--- src/common/fpe_defines.svh ---
// Address map, bit positions, reset values and timing counts of the flash sequencer
`ifndef FPE_DEFINES_SVH
`define FPE_DEFINES_SVH

`define FPE_FCR_ADDR      24'h22_4000
`define FPE_FCR_ALIAS     24'h22_1000
`define FPE_ECR_ADDR      24'h22_4001
`define FPE_ECR_ALIAS     24'h22_1001
`define FPE_FCR_RESET     8'h00

`define FPE_B_START       7
`define FPE_B_PAGE        6
`define FPE_B_CHIP        5
`define FPE_B_BYTE        4
`define FPE_B_SECT        3
`define FPE_B_SUSP        2
`define FPE_B_PROTECTION_SET_SELECT        1
`define FPE_B_BUSY        0
`define FPE_B_WAIT_LOWPOWER_SELECT        2
`define FPE_B_ISRC        1
`define FPE_B_EEPROM_BUSY_FLAG       0

`define FPE_MAIN_END      24'h03_FFFF
`define FPE_SECT1_BASE    24'h00_2000
`define FPE_SECT2_BASE    24'h00_4000
`define FPE_SECT3_BASE    24'h01_0000
`define FPE_SECT4_BASE    24'h02_0000
`define FPE_SECT5_BASE    24'h03_0000
`define FPE_SYS_BASE      24'h23_0000
`define FPE_SYS_END       24'h23_1FFF
`define FPE_PROTECTION_SET_SELECT_BASE     24'h23_1FFC
`define FPE_NO_SECT       3'h7
`define FPE_ALL_SECT      6'h3F

`define FPE_BLANK         8'hFF
`define FPE_PREPROG_DATA  8'h00
`define FPE_ERASE_DATA    8'hFF
`define FPE_PAGE_BYTES    16
`define FPE_SECTORS       6

`define FPE_CLK_NS        4
`define FPE_SUSP_MAX_NS   15000
`define FPE_PWRUP_MAX_NS  10000
`define FPE_SUSP_CYC      (`FPE_SUSP_MAX_NS / `FPE_CLK_NS)
`define FPE_PWRUP_CYC     (`FPE_PWRUP_MAX_NS / `FPE_CLK_NS)

`endif

--- src/common/fpe_pkg.sv ---
// Types shared by the flash sequencer modules
package fpe_pkg;

  typedef enum logic [2:0] {ARR_NONE, ARR_PROG, ARR_PREPROG, ARR_ERASE, ARR_ABORT} fpe_arr_op_t;

  typedef enum logic [3:0] {
    ST_PWRUP, ST_IDLE, ST_LOAD, ST_PG_READ, ST_PG_WAIT,
    ST_PREPROG, ST_PREPROG_WAIT, ST_ERASE_WAIT, ST_SUSP_WAIT, ST_SUSPENDED
  } fpe_state_t;

  typedef struct packed {
    logic [23:0] addr;
    logic [7:0]  wdata;
    logic        wr;
    logic        rd;
  } fpe_cpu_req_t;

  typedef struct packed {
    logic [7:0] rdata;
    logic       rvalid;
  } fpe_cpu_rsp_t;

  typedef struct packed {
    fpe_arr_op_t op;
    logic [23:0] addr;
    logic [7:0]  data;
    logic [2:0]  sector;
  } fpe_arr_cmd_t;

  typedef struct packed {
    logic [11:0] count;
    logic        run;
    logic        expired;
  } fpe_tmr_t;

  typedef struct packed {
    fpe_state_t        state;
    logic              start;
    logic              page_pgm;
    logic              chip_ers;
    logic              byte_pgm;
    logic              sect_ers;
    logic              susp;
    logic              protection_set_select;
    logic              wait_lowpower_select;
    logic              isrc;
    logic [15:0][7:0]  buf_data;
    logic [15:0]       buf_mask;
    logic [23:0]       page_base;
    logic [5:0]        sect_mask;
    logic [2:0]        cur_sect;
    logic              in_susp;
    logic [3:0]        idx;
    fpe_arr_cmd_t      cmd;
    fpe_cpu_rsp_t      rsp;
    logic              eow;
    logic              pd_q;
    logic              tmr_start;
    logic [11:0]       tmr_cycles;
  } fpe_ctrl_t;

endpackage : fpe_pkg

--- src/fpe_timer.sv ---
// Down-counter that times power-up readiness and the suspend limit
`timescale 1ns/1ns
`include "fpe_defines.svh"
module fpe_timer import fpe_pkg::*; (
  // Clock and reset
  input  wire logic        i_core_clk,
  input  wire logic        i_reset,
  // Control
  input  wire logic        i_start,
  input  wire logic [11:0] i_cycles,
  // Status
  output logic             o_running,
  output logic             o_expired
);

  fpe_tmr_t s_ff;
  fpe_tmr_t nxt_s;

  always_comb begin
    nxt_s         = s_ff;
    nxt_s.expired = 1'b0;
    // Expiry is registered and a start lands a cycle late, so both are taken off the count
    if (i_start) begin
      nxt_s.count = i_cycles - 12'h001;
      nxt_s.run   = 1'b1;
    end else if (s_ff.run) begin
      if (s_ff.count <= 12'h002) begin
        nxt_s.run     = 1'b0;
        nxt_s.expired = 1'b1;
      end else begin
        nxt_s.count = s_ff.count - 12'h001;
      end
    end
  end

  // Out of reset the timer already runs, so the power-up wait needs no start
  always_ff @(posedge i_core_clk or posedge i_reset) begin
    if (i_reset) begin
      s_ff.count   <= 12'(`FPE_PWRUP_CYC);
      s_ff.run     <= 1'b1;
      s_ff.expired <= 1'b0;
    end else begin
      s_ff <= nxt_s;
    end
  end

  assign o_running = s_ff.run;
  assign o_expired = s_ff.expired;

endmodule : fpe_timer

--- src/fpe_flash_ctrl.sv ---
// Flash program and erase sequencer with its control registers
`timescale 1ns/1ns
`include "fpe_defines.svh"
module fpe_flash_ctrl import fpe_pkg::*; (
  // Clock and reset
  input  wire logic          i_core_clk,
  input  wire logic          i_reset,
  // CPU access
  input  wire fpe_cpu_req_t  i_req,
  output fpe_cpu_rsp_t       o_rsp,
  // Flash array
  output fpe_arr_cmd_t       o_arr_cmd,
  output logic [23:0]        o_arr_raddr,
  input  wire logic [7:0]    i_arr_rdata,
  input  wire logic          i_arr_done,
  // System
  input  wire logic          i_eeprom_busy,
  input  wire logic          i_powerdown,
  input  wire logic          i_ext_int,
  output logic               o_busy,
  output logic               o_int,
  output logic               o_wfi_powerdown,
  output logic               o_eeprom_update_refuse,
  output logic               o_flash_write_active
);

  fpe_ctrl_t   s_ff;
  fpe_ctrl_t   nxt_s;
  logic        busy;
  logic        running;
  logic        fcr_hit;
  logic        ecr_hit;
  logic        flash_hit;
  logic        protection_set_select_hit;
  logic        store;
  logic        start_req;
  logic        same_page;
  logic        accept;
  logic        pg_done;
  logic        ers_done;
  logic [2:0]  st_sect;
  logic [7:0]  fcr_val;
  logic [7:0]  ecr_val;
  logic        tmr_expired;

  function automatic logic [2:0] sector_of(input logic [23:0] a);
    if (a < `FPE_SECT1_BASE)     sector_of = 3'h0;
    else if (a < `FPE_SECT2_BASE) sector_of = 3'h1;
    else if (a < `FPE_SECT3_BASE) sector_of = 3'h2;
    else if (a < `FPE_SECT4_BASE) sector_of = 3'h3;
    else if (a < `FPE_SECT5_BASE) sector_of = 3'h4;
    else if (a <= `FPE_MAIN_END)  sector_of = 3'h5;
    else                          sector_of = `FPE_NO_SECT;
  endfunction : sector_of

  function automatic logic [3:0] lowest(input logic [15:0] m);
    lowest = 4'h0;
    for (int i = 15; i >= 0; i--) begin
      if (m[i]) lowest = 4'(i);
    end
  endfunction : lowest

  fpe_timer u_timer (
    .i_core_clk (i_core_clk),
    .i_reset    (i_reset),
    .i_start    (s_ff.tmr_start),
    .i_cycles   (s_ff.tmr_cycles),
    .o_running  (),
    .o_expired  (tmr_expired)
  );

  assign busy      = (s_ff.state != ST_IDLE) && (s_ff.state != ST_SUSPENDED);
  assign running   = busy && (s_ff.state != ST_LOAD) && (s_ff.state != ST_PWRUP);
  assign fcr_hit   = (i_req.addr == `FPE_FCR_ADDR) || (i_req.addr == `FPE_FCR_ALIAS);
  assign ecr_hit   = (i_req.addr == `FPE_ECR_ADDR) || (i_req.addr == `FPE_ECR_ALIAS);
  assign flash_hit = (i_req.addr <= `FPE_MAIN_END) ||
                     ((i_req.addr >= `FPE_SYS_BASE) && (i_req.addr <= `FPE_SYS_END));
  assign protection_set_select_hit  = (i_req.addr >= `FPE_PROTECTION_SET_SELECT_BASE) && (i_req.addr <= `FPE_SYS_END);
  assign st_sect   = sector_of(i_req.addr);
  assign store     = i_req.wr && flash_hit;
  assign start_req = i_req.wr && fcr_hit && i_req.wdata[`FPE_B_START] && !i_eeprom_busy;
  assign same_page = (s_ff.state != ST_LOAD) || (i_req.addr[23:4] == s_ff.page_base[23:4]);
  assign fcr_val   = {s_ff.start, s_ff.page_pgm, s_ff.chip_ers, s_ff.byte_pgm,
                      s_ff.sect_ers, s_ff.susp, s_ff.protection_set_select, busy};
  assign ecr_val   = {5'h00, s_ff.wait_lowpower_select, s_ff.isrc, i_eeprom_busy};

  // Stores are taken only by the select that owns them; anything else is dropped
  always_comb begin
    accept = 1'b0;
    if (store) begin
      unique case (s_ff.state)
        ST_IDLE, ST_LOAD: begin
          if ((s_ff.page_pgm || s_ff.byte_pgm) && st_sect != `FPE_NO_SECT && same_page) accept = 1'b1;
          if (s_ff.protection_set_select && protection_set_select_hit && same_page) accept = 1'b1;
          if (s_ff.sect_ers && st_sect != `FPE_NO_SECT) accept = 1'b1;
        end
        ST_SUSPENDED: begin
          accept = s_ff.byte_pgm && st_sect != `FPE_NO_SECT && st_sect != s_ff.cur_sect;
        end
        default: accept = 1'b0;
      endcase
    end
  end

  always_comb begin
    nxt_s            = s_ff;
    nxt_s.cmd        = '0;
    nxt_s.eow        = 1'b0;
    nxt_s.tmr_start  = 1'b0;
    nxt_s.pd_q       = i_powerdown;
    pg_done          = 1'b0;
    ers_done         = 1'b0;

    nxt_s.rsp.rvalid = i_req.rd;
    if (fcr_hit) nxt_s.rsp.rdata = fcr_val;
    else if (ecr_hit) nxt_s.rsp.rdata = ecr_val;
    else if (flash_hit) nxt_s.rsp.rdata = busy ? `FPE_BLANK : i_arr_rdata;
    else nxt_s.rsp.rdata = 8'h00;

    if (i_req.wr && ecr_hit) begin
      nxt_s.wait_lowpower_select = i_req.wdata[`FPE_B_WAIT_LOWPOWER_SELECT];
      nxt_s.isrc = i_req.wdata[`FPE_B_ISRC];
    end
    if (i_req.wr && fcr_hit) begin
      nxt_s.susp = i_req.wdata[`FPE_B_SUSP];
      if (!running) begin
        nxt_s.start    = i_req.wdata[`FPE_B_START] && !i_eeprom_busy;
        nxt_s.page_pgm = i_req.wdata[`FPE_B_PAGE];
        nxt_s.chip_ers = i_req.wdata[`FPE_B_CHIP];
        nxt_s.byte_pgm = i_req.wdata[`FPE_B_BYTE];
        nxt_s.sect_ers = i_req.wdata[`FPE_B_SECT];
        nxt_s.protection_set_select     = i_req.wdata[`FPE_B_PROTECTION_SET_SELECT];
      end
    end

    // Sector selection keeps the data out of the page buffer, except for a byte program while suspended
    if (accept) begin
      if (s_ff.sect_ers && !s_ff.in_susp) begin
        nxt_s.sect_mask[st_sect] = 1'b1;
      end else begin
        nxt_s.page_base = i_req.addr;
        nxt_s.buf_mask  = ((s_ff.state == ST_LOAD) ? s_ff.buf_mask : 16'h0000) |
                          (16'h0001 << i_req.addr[3:0]);
        nxt_s.buf_data[i_req.addr[3:0]] = i_req.wdata;
      end
      nxt_s.state = ST_LOAD;
    end

    unique case (s_ff.state)
      ST_PWRUP: begin
        if (tmr_expired) nxt_s.state = ST_IDLE;
      end
      ST_IDLE: begin
        if (s_ff.pd_q && !i_powerdown) begin
          nxt_s.tmr_start  = 1'b1;
          nxt_s.tmr_cycles = 12'(`FPE_PWRUP_CYC);
          nxt_s.state      = ST_PWRUP;
        end else if (start_req && nxt_s.chip_ers) begin
          nxt_s.sect_mask = `FPE_ALL_SECT;
          nxt_s.cur_sect  = 3'h0;
          nxt_s.state     = ST_PREPROG;
        end else if (start_req) begin
          nxt_s.start = 1'b0;
        end
      end
      ST_LOAD: begin
        if (start_req) begin
          if (nxt_s.sect_ers && !s_ff.in_susp) begin
            nxt_s.cur_sect = 3'(lowest({10'h000, s_ff.sect_mask}));
            nxt_s.state    = ST_PREPROG;
          end else begin
            nxt_s.idx   = lowest(s_ff.buf_mask);
            nxt_s.state = ST_PG_READ;
          end
        end
      end
      ST_PG_READ: begin
        nxt_s.cmd.op   = ARR_PROG;
        nxt_s.cmd.addr = {s_ff.page_base[23:4], s_ff.idx};
        nxt_s.cmd.data = s_ff.buf_data[s_ff.idx] & i_arr_rdata;
        nxt_s.state    = ST_PG_WAIT;
      end
      ST_PG_WAIT: begin
        if (i_arr_done) begin
          nxt_s.buf_mask[s_ff.idx] = 1'b0;
          if (nxt_s.buf_mask == 16'h0000) begin
            pg_done = 1'b1;
          end else begin
            nxt_s.idx   = lowest(nxt_s.buf_mask);
            nxt_s.state = ST_PG_READ;
          end
        end
      end
      ST_PREPROG: begin
        nxt_s.cmd.op     = ARR_PREPROG;
        nxt_s.cmd.sector = s_ff.cur_sect;
        nxt_s.cmd.data   = `FPE_PREPROG_DATA;
        nxt_s.state      = ST_PREPROG_WAIT;
      end
      ST_PREPROG_WAIT, ST_ERASE_WAIT: begin
        if (s_ff.sect_ers && !s_ff.chip_ers && nxt_s.susp) begin
          nxt_s.cmd.op     = ARR_ABORT;
          nxt_s.tmr_start  = 1'b1;
          nxt_s.tmr_cycles = 12'(`FPE_SUSP_CYC);
          nxt_s.state      = ST_SUSP_WAIT;
        end else if (i_arr_done && s_ff.state == ST_PREPROG_WAIT) begin
          nxt_s.cmd.op     = ARR_ERASE;
          nxt_s.cmd.sector = s_ff.cur_sect;
          nxt_s.cmd.data   = `FPE_ERASE_DATA;
          nxt_s.state      = ST_ERASE_WAIT;
        end else if (i_arr_done) begin
          nxt_s.sect_mask[s_ff.cur_sect] = 1'b0;
          if (nxt_s.sect_mask == 6'h00) begin
            ers_done = 1'b1;
          end else begin
            nxt_s.cur_sect = 3'(lowest({10'h000, nxt_s.sect_mask}));
            nxt_s.state    = ST_PREPROG;
          end
        end
      end
      ST_SUSP_WAIT: begin
        // The timer bounds the wait if the array never acknowledges the abort
        if (i_arr_done || tmr_expired) begin
          nxt_s.start   = 1'b0;
          nxt_s.in_susp = 1'b1;
          nxt_s.state   = ST_SUSPENDED;
        end
      end
      ST_SUSPENDED: begin
        if (start_req && !nxt_s.susp && s_ff.sect_ers) begin
          nxt_s.in_susp  = 1'b0;
          nxt_s.byte_pgm = 1'b0;
          nxt_s.state    = ST_PREPROG;
        end else if (start_req) begin
          nxt_s.start = 1'b0;
        end
      end
    endcase

    if (pg_done) begin
      nxt_s.start    = 1'b0;
      nxt_s.page_pgm = 1'b0;
      nxt_s.byte_pgm = 1'b0;
      nxt_s.protection_set_select     = 1'b0;
      nxt_s.eow      = 1'b1;
      nxt_s.state    = s_ff.in_susp ? ST_SUSPENDED : ST_IDLE;
    end
    if (ers_done) begin
      nxt_s.start    = 1'b0;
      nxt_s.chip_ers = 1'b0;
      nxt_s.sect_ers = 1'b0;
      nxt_s.eow      = 1'b1;
      nxt_s.state    = ST_IDLE;
    end
  end

  always_ff @(posedge i_core_clk or posedge i_reset) begin
    if (i_reset) begin
      s_ff       <= '0;
      s_ff.state <= ST_PWRUP;
      s_ff.start <= 1'(`FPE_FCR_RESET >> `FPE_B_START);
    end else begin
      s_ff <= nxt_s;
    end
  end

  assign o_rsp                  = s_ff.rsp;
  assign o_arr_cmd              = s_ff.cmd;
  assign o_arr_raddr            = busy ? {s_ff.page_base[23:4], s_ff.idx} : i_req.addr;
  assign o_busy                 = busy;
  assign o_int                  = s_ff.isrc ? s_ff.eow : i_ext_int;
  assign o_wfi_powerdown        = s_ff.wait_lowpower_select;
  assign o_flash_write_active   = running;
  assign o_eeprom_update_refuse = running || s_ff.in_susp;

endmodule : fpe_flash_ctrl

--- config.mk ---
export PLATFORM = sky130hd
export DESIGN_NAME = fpe_flash_ctrl
export DESIGN_NICKNAME = d
export VERILOG_FILES = /design/src/common/fpe_pkg.sv /design/src/fpe_timer.sv /design/src/fpe_flash_ctrl.sv
export VERILOG_INCLUDE_DIRS = /design/src /design/src/common
export SDC_FILE = /design/constraint.sdc
export NUM_CORES = 1
export LEC_CHECK = 0
export ABC_CLOCK_PERIOD_IN_PS = 12400
export BUFFER_PORTS_ARGS = -buffer_cell sky130_fd_sc_hd__clkbuf_2
export CELL_PAD_IN_SITES_DETAIL_PLACEMENT = 1
export CELL_PAD_IN_SITES_GLOBAL_PLACEMENT = 1
export CORE_MARGIN = 5
export CORE_UTILIZATION = 45
export DETAILED_ROUTE_END_ITERATION = 16
export PLACE_DENSITY = 0.8
export SLEW_MARGIN = 20
export SYNTH_ARGS = -nofsm -noshare
export SYNTH_HDL_FRONTEND = slang
export SYNTH_SLANG_ARGS = --single-unit
--- constraint.sdc ---
create_clock -name i_core_clk -period 12.4 [get_ports i_core_clk]
set_input_delay 1.24 -clock i_core_clk [delete_from_list [all_inputs] [get_ports i_core_clk]]
set_output_delay 1.24 -clock i_core_clk [all_outputs]
set_load 0.03 [all_outputs]
=== Word-level counts from Yosys, hierarchy flattened ===
Index checks and enable logic that the tools add are counted.
Widths: inputs -> output; s select.

* Memory bits (writable): 0
* Latch bits: 0
* Output and inout port bits: 76
* Memories: 0
* Flip-flop bits (word level): 271
* Memory bits (read-only): 0
* Bits of input ports: 48

* Shift-type cells: 1
* Reductions and logical operators: 62
* Equal/unequal tests: 36
* Muxes and demuxes: 154
* Order comparisons: 18
* Multiply operators: 0
* Div/mod/pow operators: 0
* Add/subtract/negate cells: 2
* Bitwise operators: 8

{| class="wikitable"
|+ Operators by type and width
! cell !! count
|-
| $mux 4 || 49
|-
| $bwmux 128 || 1
|-
| $eq 24x22->1 const B || 4
|-
| $mux 3 || 21
|-
| $ge 24x22->1 const B || 2
|-
| $lt 24x18->1 const B || 2
|-
| $mux 16 || 3
|-
| $mux 24 || 2
|-
| $mux 8 || 6
|-
| $mux 46 || 1
|-
| $mux 9 || 5
|-
| $mux 40 || 1
|-
| $mux 13 || 3
|-
| $pmux 4 s9 || 1
|-
| $bmux 8 s4 || 1
|-
| $demux 8 s4 || 1
|-
| $mux 1 || 32
|-
| $logic_and 1x1->1 || 31
|-
| $ne 2x2->1 const B || 15
|-
| $pmux 13 s2 || 1
|-
| $le 24x18->1 const B || 1
|-
| $le 24x22->1 const B || 1
|-
| $lt 24x14->1 const B || 1
|-
| $lt 24x15->1 const B || 1
|-
| other kinds (56) || 95
|}

=== Longest topological paths before layout ===
* Depth after elaboration: 36
* Depth in mapped cells: 14

=== Cells and area by module ===
A second synthesis with hierarchy kept.

* Cells, all modules: 1326
* Area, all modules: 14196.1 um^2

{| class="wikitable"
|+ By module, submodules not included
! module !! instances !! seq. area each (um^2) !! cells an instance !! area each (um^2)
|-
| fpe_flash_ctrl || 1 || 6105.9 || 1203 || 13068.8
|-
| fpe_timer || 1 || 357.8 || 123 || 1127.3
|}

=== Least setup slack after synthesis ===
Ideal clock, no wire load.

* Kind: in2reg
* Start: in i_req[31] in the netlist's numbering
* End: reg s_ff[63] in the netlist's numbering
* Cell stages on the path: 13
* Buffers on the path: 2
* Arrival time: 4.760 ns
* Setup slack: 7.515 ns
* Library setup time: 0.125 ns
* Required time: 12.275 ns
* Path through: buf_6 -> or4_4 -> nor4_4 -> mux2i_1 -> a31oi_2 -> o21bai_2 -> and2_1 -> o22a_1 -> or4_4 -> or4_4 -> buf_6 -> o21ai_4 -> mux2_4

* Longest elaborated chain between the ends: 36
* Elaborated cells on any way between the ends: 69
* Those cells by class: 9 x order compare; 8 x eq/ne; 32 x mux; 1 x bitwise; 19 x reduce/logical

{| class="wikitable"
|+ Ends and longest elaborated chain
! element !! RTL line !! text
|-
| from (decl) || fpe_flash_ctrl.sv:9 || <nowiki>input wire fpe_cpu_req_t i_req,</nowiki>
|-
| $le 24x18->1 (no source line) || -- ||
|-
| $mux 2 || fpe_flash_ctrl.sv:52 || <nowiki>else if (a <= `FPE_MAIN_END) sector_of = 3'h5;</nowiki>
|-
| $mux 2 || fpe_flash_ctrl.sv:51 || <nowiki>else if (a < `FPE_SECT5_BASE) sector_of = 3'h4;</nowiki>
|-
| $mux 3 || fpe_flash_ctrl.sv:50 || <nowiki>else if (a < `FPE_SECT4_BASE) sector_of = 3'h3;</nowiki>
|-
| $mux 3 || fpe_flash_ctrl.sv:49 || <nowiki>else if (a < `FPE_SECT3_BASE) sector_of = 3'h2;</nowiki>
|-
| $mux 3 || fpe_flash_ctrl.sv:48 || <nowiki>else if (a < `FPE_SECT2_BASE) sector_of = 3'h1;</nowiki>
|-
| $mux 3 || fpe_flash_ctrl.sv:47 || <nowiki>if (a < `FPE_SECT1_BASE) sector_of = 3'h0;</nowiki>
|-
| $ne 3x3->1 (no source line) || -- ||
|-
| [5 not listed] || -- ||
|-
| $pmux 1 s2 || fpe_flash_ctrl.sv:91 || <nowiki>unique case (s_ff.state)</nowiki>
|-
| $mux 1 || fpe_flash_ctrl.sv:90 || <nowiki>if (store) begin</nowiki>
|-
| $mux 46 || fpe_flash_ctrl.sv:137 || <nowiki>if (accept) begin</nowiki>
|-
| $and 16x16->16 (no source line) || -- ||
|-
| $mux 4 (16 in series) || fpe_flash_ctrl.sv:59 || <nowiki>if (m[i]) lowest = 4'(i);</nowiki>
|-
| $mux 4 || fpe_flash_ctrl.sv:186 || <nowiki>if (nxt_s.buf_mask == 16'h0000) begin</nowiki>
|-
| $mux 4 || fpe_flash_ctrl.sv:184 || <nowiki>if (i_arr_done) begin</nowiki>
|-
| $pmux 4 s2 || fpe_flash_ctrl.sv:149 || <nowiki>unique case (s_ff.state)</nowiki>
|-
| to (signal assigned) || fpe_flash_ctrl.sv:263 || <nowiki>s_ff <= nxt_s;</nowiki>
|-
| to (decl) || fpe_flash_ctrl.sv:27 || <nowiki>fpe_ctrl_t s_ff;</nowiki>
|}

Parallel ways exist; a longest one is shown, timed or not. The select of a mux whose other input is x is not followed.
A chain may end at the register's enable or synchronous reset.

=== Final worst setup path ===
* Start: in i_req[24] in the netlist's numbering
* End: reg s_ff[63] in the netlist's numbering

Same word-level chain as after synthesis.

==> run summary <==
============================================================================================
XOR/XNOR share of the synthesized area ........................................        2.03%
Antenna Violating Nets Remaining ..............................................            0
Total number of yosys warnings ................................................            0
Most common library cell in the layout ignoring fill and taps .................      dfrtp_1
Standard cell with the maximum stage delay on the critical path ...............      nand2_1
Port Buffer Count .............................................................          123
Dpl cells .....................................................................         1693
Root buf cell .................................................................    clkbuf_16
Ys async rst share ............................................................         100%
Worst Setup Start Kind ........................................................    input pin
Effective utilization at floorplan ............................................        45.3%
Initial antenna violation count ...............................................            1
Timing-limited maximum frequency ..............................................    0.189 GHz
Minimum setup slack among reg-to-reg paths ....................................      7510 ps
# Max-Cap Violations ..........................................................            0
FP Rows .......................................................................           64
Final setup margin ............................................................      7110 ps
Final Wtd Congestion ..........................................................        0.953
Post-DP HPWL ..................................................................      29.3 mm
Share of synthesized area spent on multiplexers ...............................        19.3%
Post-synthesis compound-gate area fraction ....................................        9.45%
Final Core Density ............................................................        51.1%
Number of enable flip-flop cells after synthesis ..............................            0
Synthesized-area fraction occupied by adder cells .............................       0.454%
Final setup skew ..............................................................      9.76 ps
Critical path startpoint ......................................................    i_req[24]
Dominant combinational cell family by area after synthesis .................... multiplexers
RSZ-0062 raised after global routing ..........................................           no
Cell breakdown of the critical path ........................................... clkbuf_2, nor4b_1, nor4_4, mux2i_1, a31oi_2, a21o_1, nand2_1, o21ai_0, or4b_2, or4_4, o21ai_4, mux2_4
Number of cells produced by synthesis .........................................         1272
Count of TritonRoute iterations in the first routing pass .....................            5
Mean Syn Cell Area ............................................................    10.8 um^2
Unique masters post-synth .....................................................           82
Die height ....................................................................       185 um
WHS Endpoint .................................................................. s_ff[145]$_DFFE_PP0P_
Commonest cells after routing, fill and taps aside ............................ 251 x dfrtp_1, 159 x nand2_1, 143 x mux2_2, 123 x clkbuf_2, 73 x nor2_1
Worst Min Path Start .......................................................... s_ff[145]$_DFFE_PP0P_
Top Family by Delay on Critical Path .......................................... simple AND/OR/NAND/NOR gates
Endpoint of the lowest-slack register-to-register path ........................ s_ff[63]$_DFFE_PP0P_
Basic-gate share of the synthesized area counting and, or, nand and nor cells .        16.5%
Worst min-delay path category .................................................      reg2reg
Die X .........................................................................       185 um
Total Routed Length ...........................................................      42.2 mm
Final non-filler cell total ...................................................         1749
Outcome ....................................................................... finished clean
Place WS ......................................................................      6590 ps
Seq/Total Area, Yosys .........................................................        46.9%
Share of cells above drive strength 1 .........................................        31.9%
Worst reg2reg path depth ......................................................           12
Hold buffers post-CTS .........................................................            0
Req. time, crit path ..........................................................     12850 ps
Number of buffers inserted during clock tree synthesis ........................           30
Insertion delay of the later-clocked pin in the worst-skew pair ...............       560 ps
Clock tree from TritonCTS .....................................................        built
Wire length of the first global-routing pass ..................................      66.8 mm
Overall overflow remaining after global route .................................            0
Count of buffering cells on the critical path with inverters included .........            1
Clock slew at reported path FFs ...............................................        60 ps
Largest stage delay on the critical path ......................................       780 ps
Total number of vias ..........................................................        10525
Top-Level Pins ................................................................          124
Number of synthesized register bits ...........................................          258
Mapped cell area ..............................................................   13800 um^2
Pwr Density ...................................................................  154 nW/um^2
Die outline area ..............................................................   34300 um^2
Crit path max fanout ..........................................................           26
Post-Synthesis Net Count ......................................................         1325
Clock sinks ...................................................................          258
Worst R2R Start ............................................................... s_ff[254]$_DFF_PP0_
Global-route usage over all layers ............................................        24.7%
Violation count after the first detailed-route iteration ......................          712
Post_cts resized ..............................................................            0
Static leakage ................................................................   0.00745 uW
Fin Setup TNS .................................................................         0 ps
Post-route DRC violation count ................................................            0
Final hold slack ..............................................................       477 ps
Count of cells along the worst hold path ......................................            2
Worst ir drop on vdd ..........................................................     0.150 mV
Dominant synthesized flop cell ................................................      dfrtp_1
Layout Area Growth over Synthesis .............................................        12.8%
Setup violation total in the final timing report ..............................            0
Pin count of the biggest net entering global routing ..........................          111
CORE AREA .....................................................................   30400 um^2
CP Capture Type ...............................................................     register
Count of buffers added by post-CTS timing repair for setup ....................            0
Count of final hold-check violations ..........................................            0
CTS Buffer Depth ..............................................................            3
Number of global-route vias before repair .....................................        11297
CTS H-tree lvls ...............................................................            1
Post-layout minimum cycle time ................................................      5290 ps
Headroom to the max-slew limit ................................................        22.9%
Data arrival time of the critical path ........................................      5730 ps
Number of pins exceeding their max-slew limit in the final report .............            0
Transition time at the pin with the least slew margin .........................      1150 ps
Total Nets Final ..............................................................         1383
Start-to-end type of the worst setup path .....................................       in2reg
Count of filler cells inserted in the layout ..................................         3303
WL/cell .......................................................................      24.1 um
Final critical-path share of the clock period .................................        42.6%
Via density per instance ......................................................         6.02
============================================================================================
-- registers in the layout, summed over array words and instances, names as in the netlist --
signal             flops
o_wfi_powerdown        1
o_rsp                  9
u_timer.o_running      1
s_ff                 188
o_arr_cmd             38
u_timer.s_ff          12
u_timer.o_expired      1
ecr_val                1
fcr_val                7
-- worst min-delay path, cell delays in order, from the launching register on --
cell,delay [ps]
dfrtp_1,340
nand2_1,50
nand2_1,60
-- final cells by class --
| class | count | area, um^2 | area share [%] |
|---|---|---|---|
| inverters | 28 | 113 | 0.724 |
| flip-flops and latches | 258 | 6460 | 41.6 |
| well taps | 396 | 495 | 3.19 |
| multi-input cells | 870 | 6630 | 42.6 |
| repair buffers | 142 | 778 | 5.00 |
| clock buffers | 42 | 876 | 5.63 |
| diodes | 1 | 2.50 | 0.0161 |
| clock inverters | 12 | 195 | 1.25 |
-- power breakdown --
part,total (uW),switching [uW],leakage (uW),internal (uW)
clock,938,362,0.000524,576
sequential,959,68.7,0.00354,890
combinational,493,326,0.00339,167
total,2390,757,0.00745,1630
-- routing by layer --
layer	GRT usage [%]	part of all wire, %	vias to the layer above
met5	0	0	-
met4	6.96	3.0	0
met3	3.61	5.2	92
met1	32.6	42	5467
li1	-	-	4644
met2	42.7	50	322
-- stage by stage --
stage | total power (uW) | cell area (um^2)
after floorplan | 1320 | 13800
after global placement | 1450 | 14400
after detailed placement | 1460 | 14400
after CTS | 2410 | 15500
after global routing | 2500 | 15600
final | 2390 | 15600
-- synthesized netlist by cell type (7+ instances only) --
| library cell | instances | share of area (%) |
|---|---|---|
| dfrtp_1 | 252 | 46 |
| nand2_1 | 159 | 4.3 |
| mux2_2 | 143 | 12 |
| nor2_1 | 74 | 2.0 |
| clkbuf_1 | 57 | 1.6 |
| and2_1 | 50 | 2.3 |
| buf_4 | 49 | 2.7 |
| o21ai_0 | 45 | 1.6 |
| a21oi_1 | 44 | 1.6 |
| mux4_2 | 40 | 6.5 |
| nor4_1 | 28 | 1.3 |
| inv_1 | 27 | 0.73 |
| xor2_1 | 26 | 1.7 |
| nor3_1 | 22 | 0.80 |
| nor2b_1 | 14 | 0.64 |
| nand4_1 | 12 | 0.54 |
| mux2i_1 | 11 | 0.80 |
| a31o_2 | 10 | 0.64 |
| nand2b_1 | 10 | 0.45 |
| nand3_1 | 10 | 0.36 |
| a211oi_1 | 8 | 0.44 |
| nor3b_1 | 8 | 0.44 |
| or3_1 | 8 | 0.36 |
| a31oi_1 | 7 | 0.32 |
| o31ai_1 | 7 | 0.38 |
| or4_1 | 7 | 0.38 |
-- cells by family after synthesis --
group,Yosys count
muxes,197
DFF,258
AOI/OAI and AO/OA,193
buffers and inverters,144
adders and majority gates,5
and+or+nand+nor,443
xor gates and xnor gates,32
-- how the worst max path moves through the flow --
stage,cells past startpoint,end
2_1_floorplan,1,ecr_val[1]$_DFFE_PP0P_
3_3_place_gp,12,s_ff[63]$_DFFE_PP0P_
3_5_place_dp,12,s_ff[64]$_DFFE_PP0P_
4_1_cts,12,s_ff[63]$_DFFE_PP0P_
5_1_grt,12,s_ff[65]$_DFFE_PP0P_
6_report,12,s_ff[63]$_DFFE_PP0P_
Note: power is estimated with default switching activity, not from simulation.
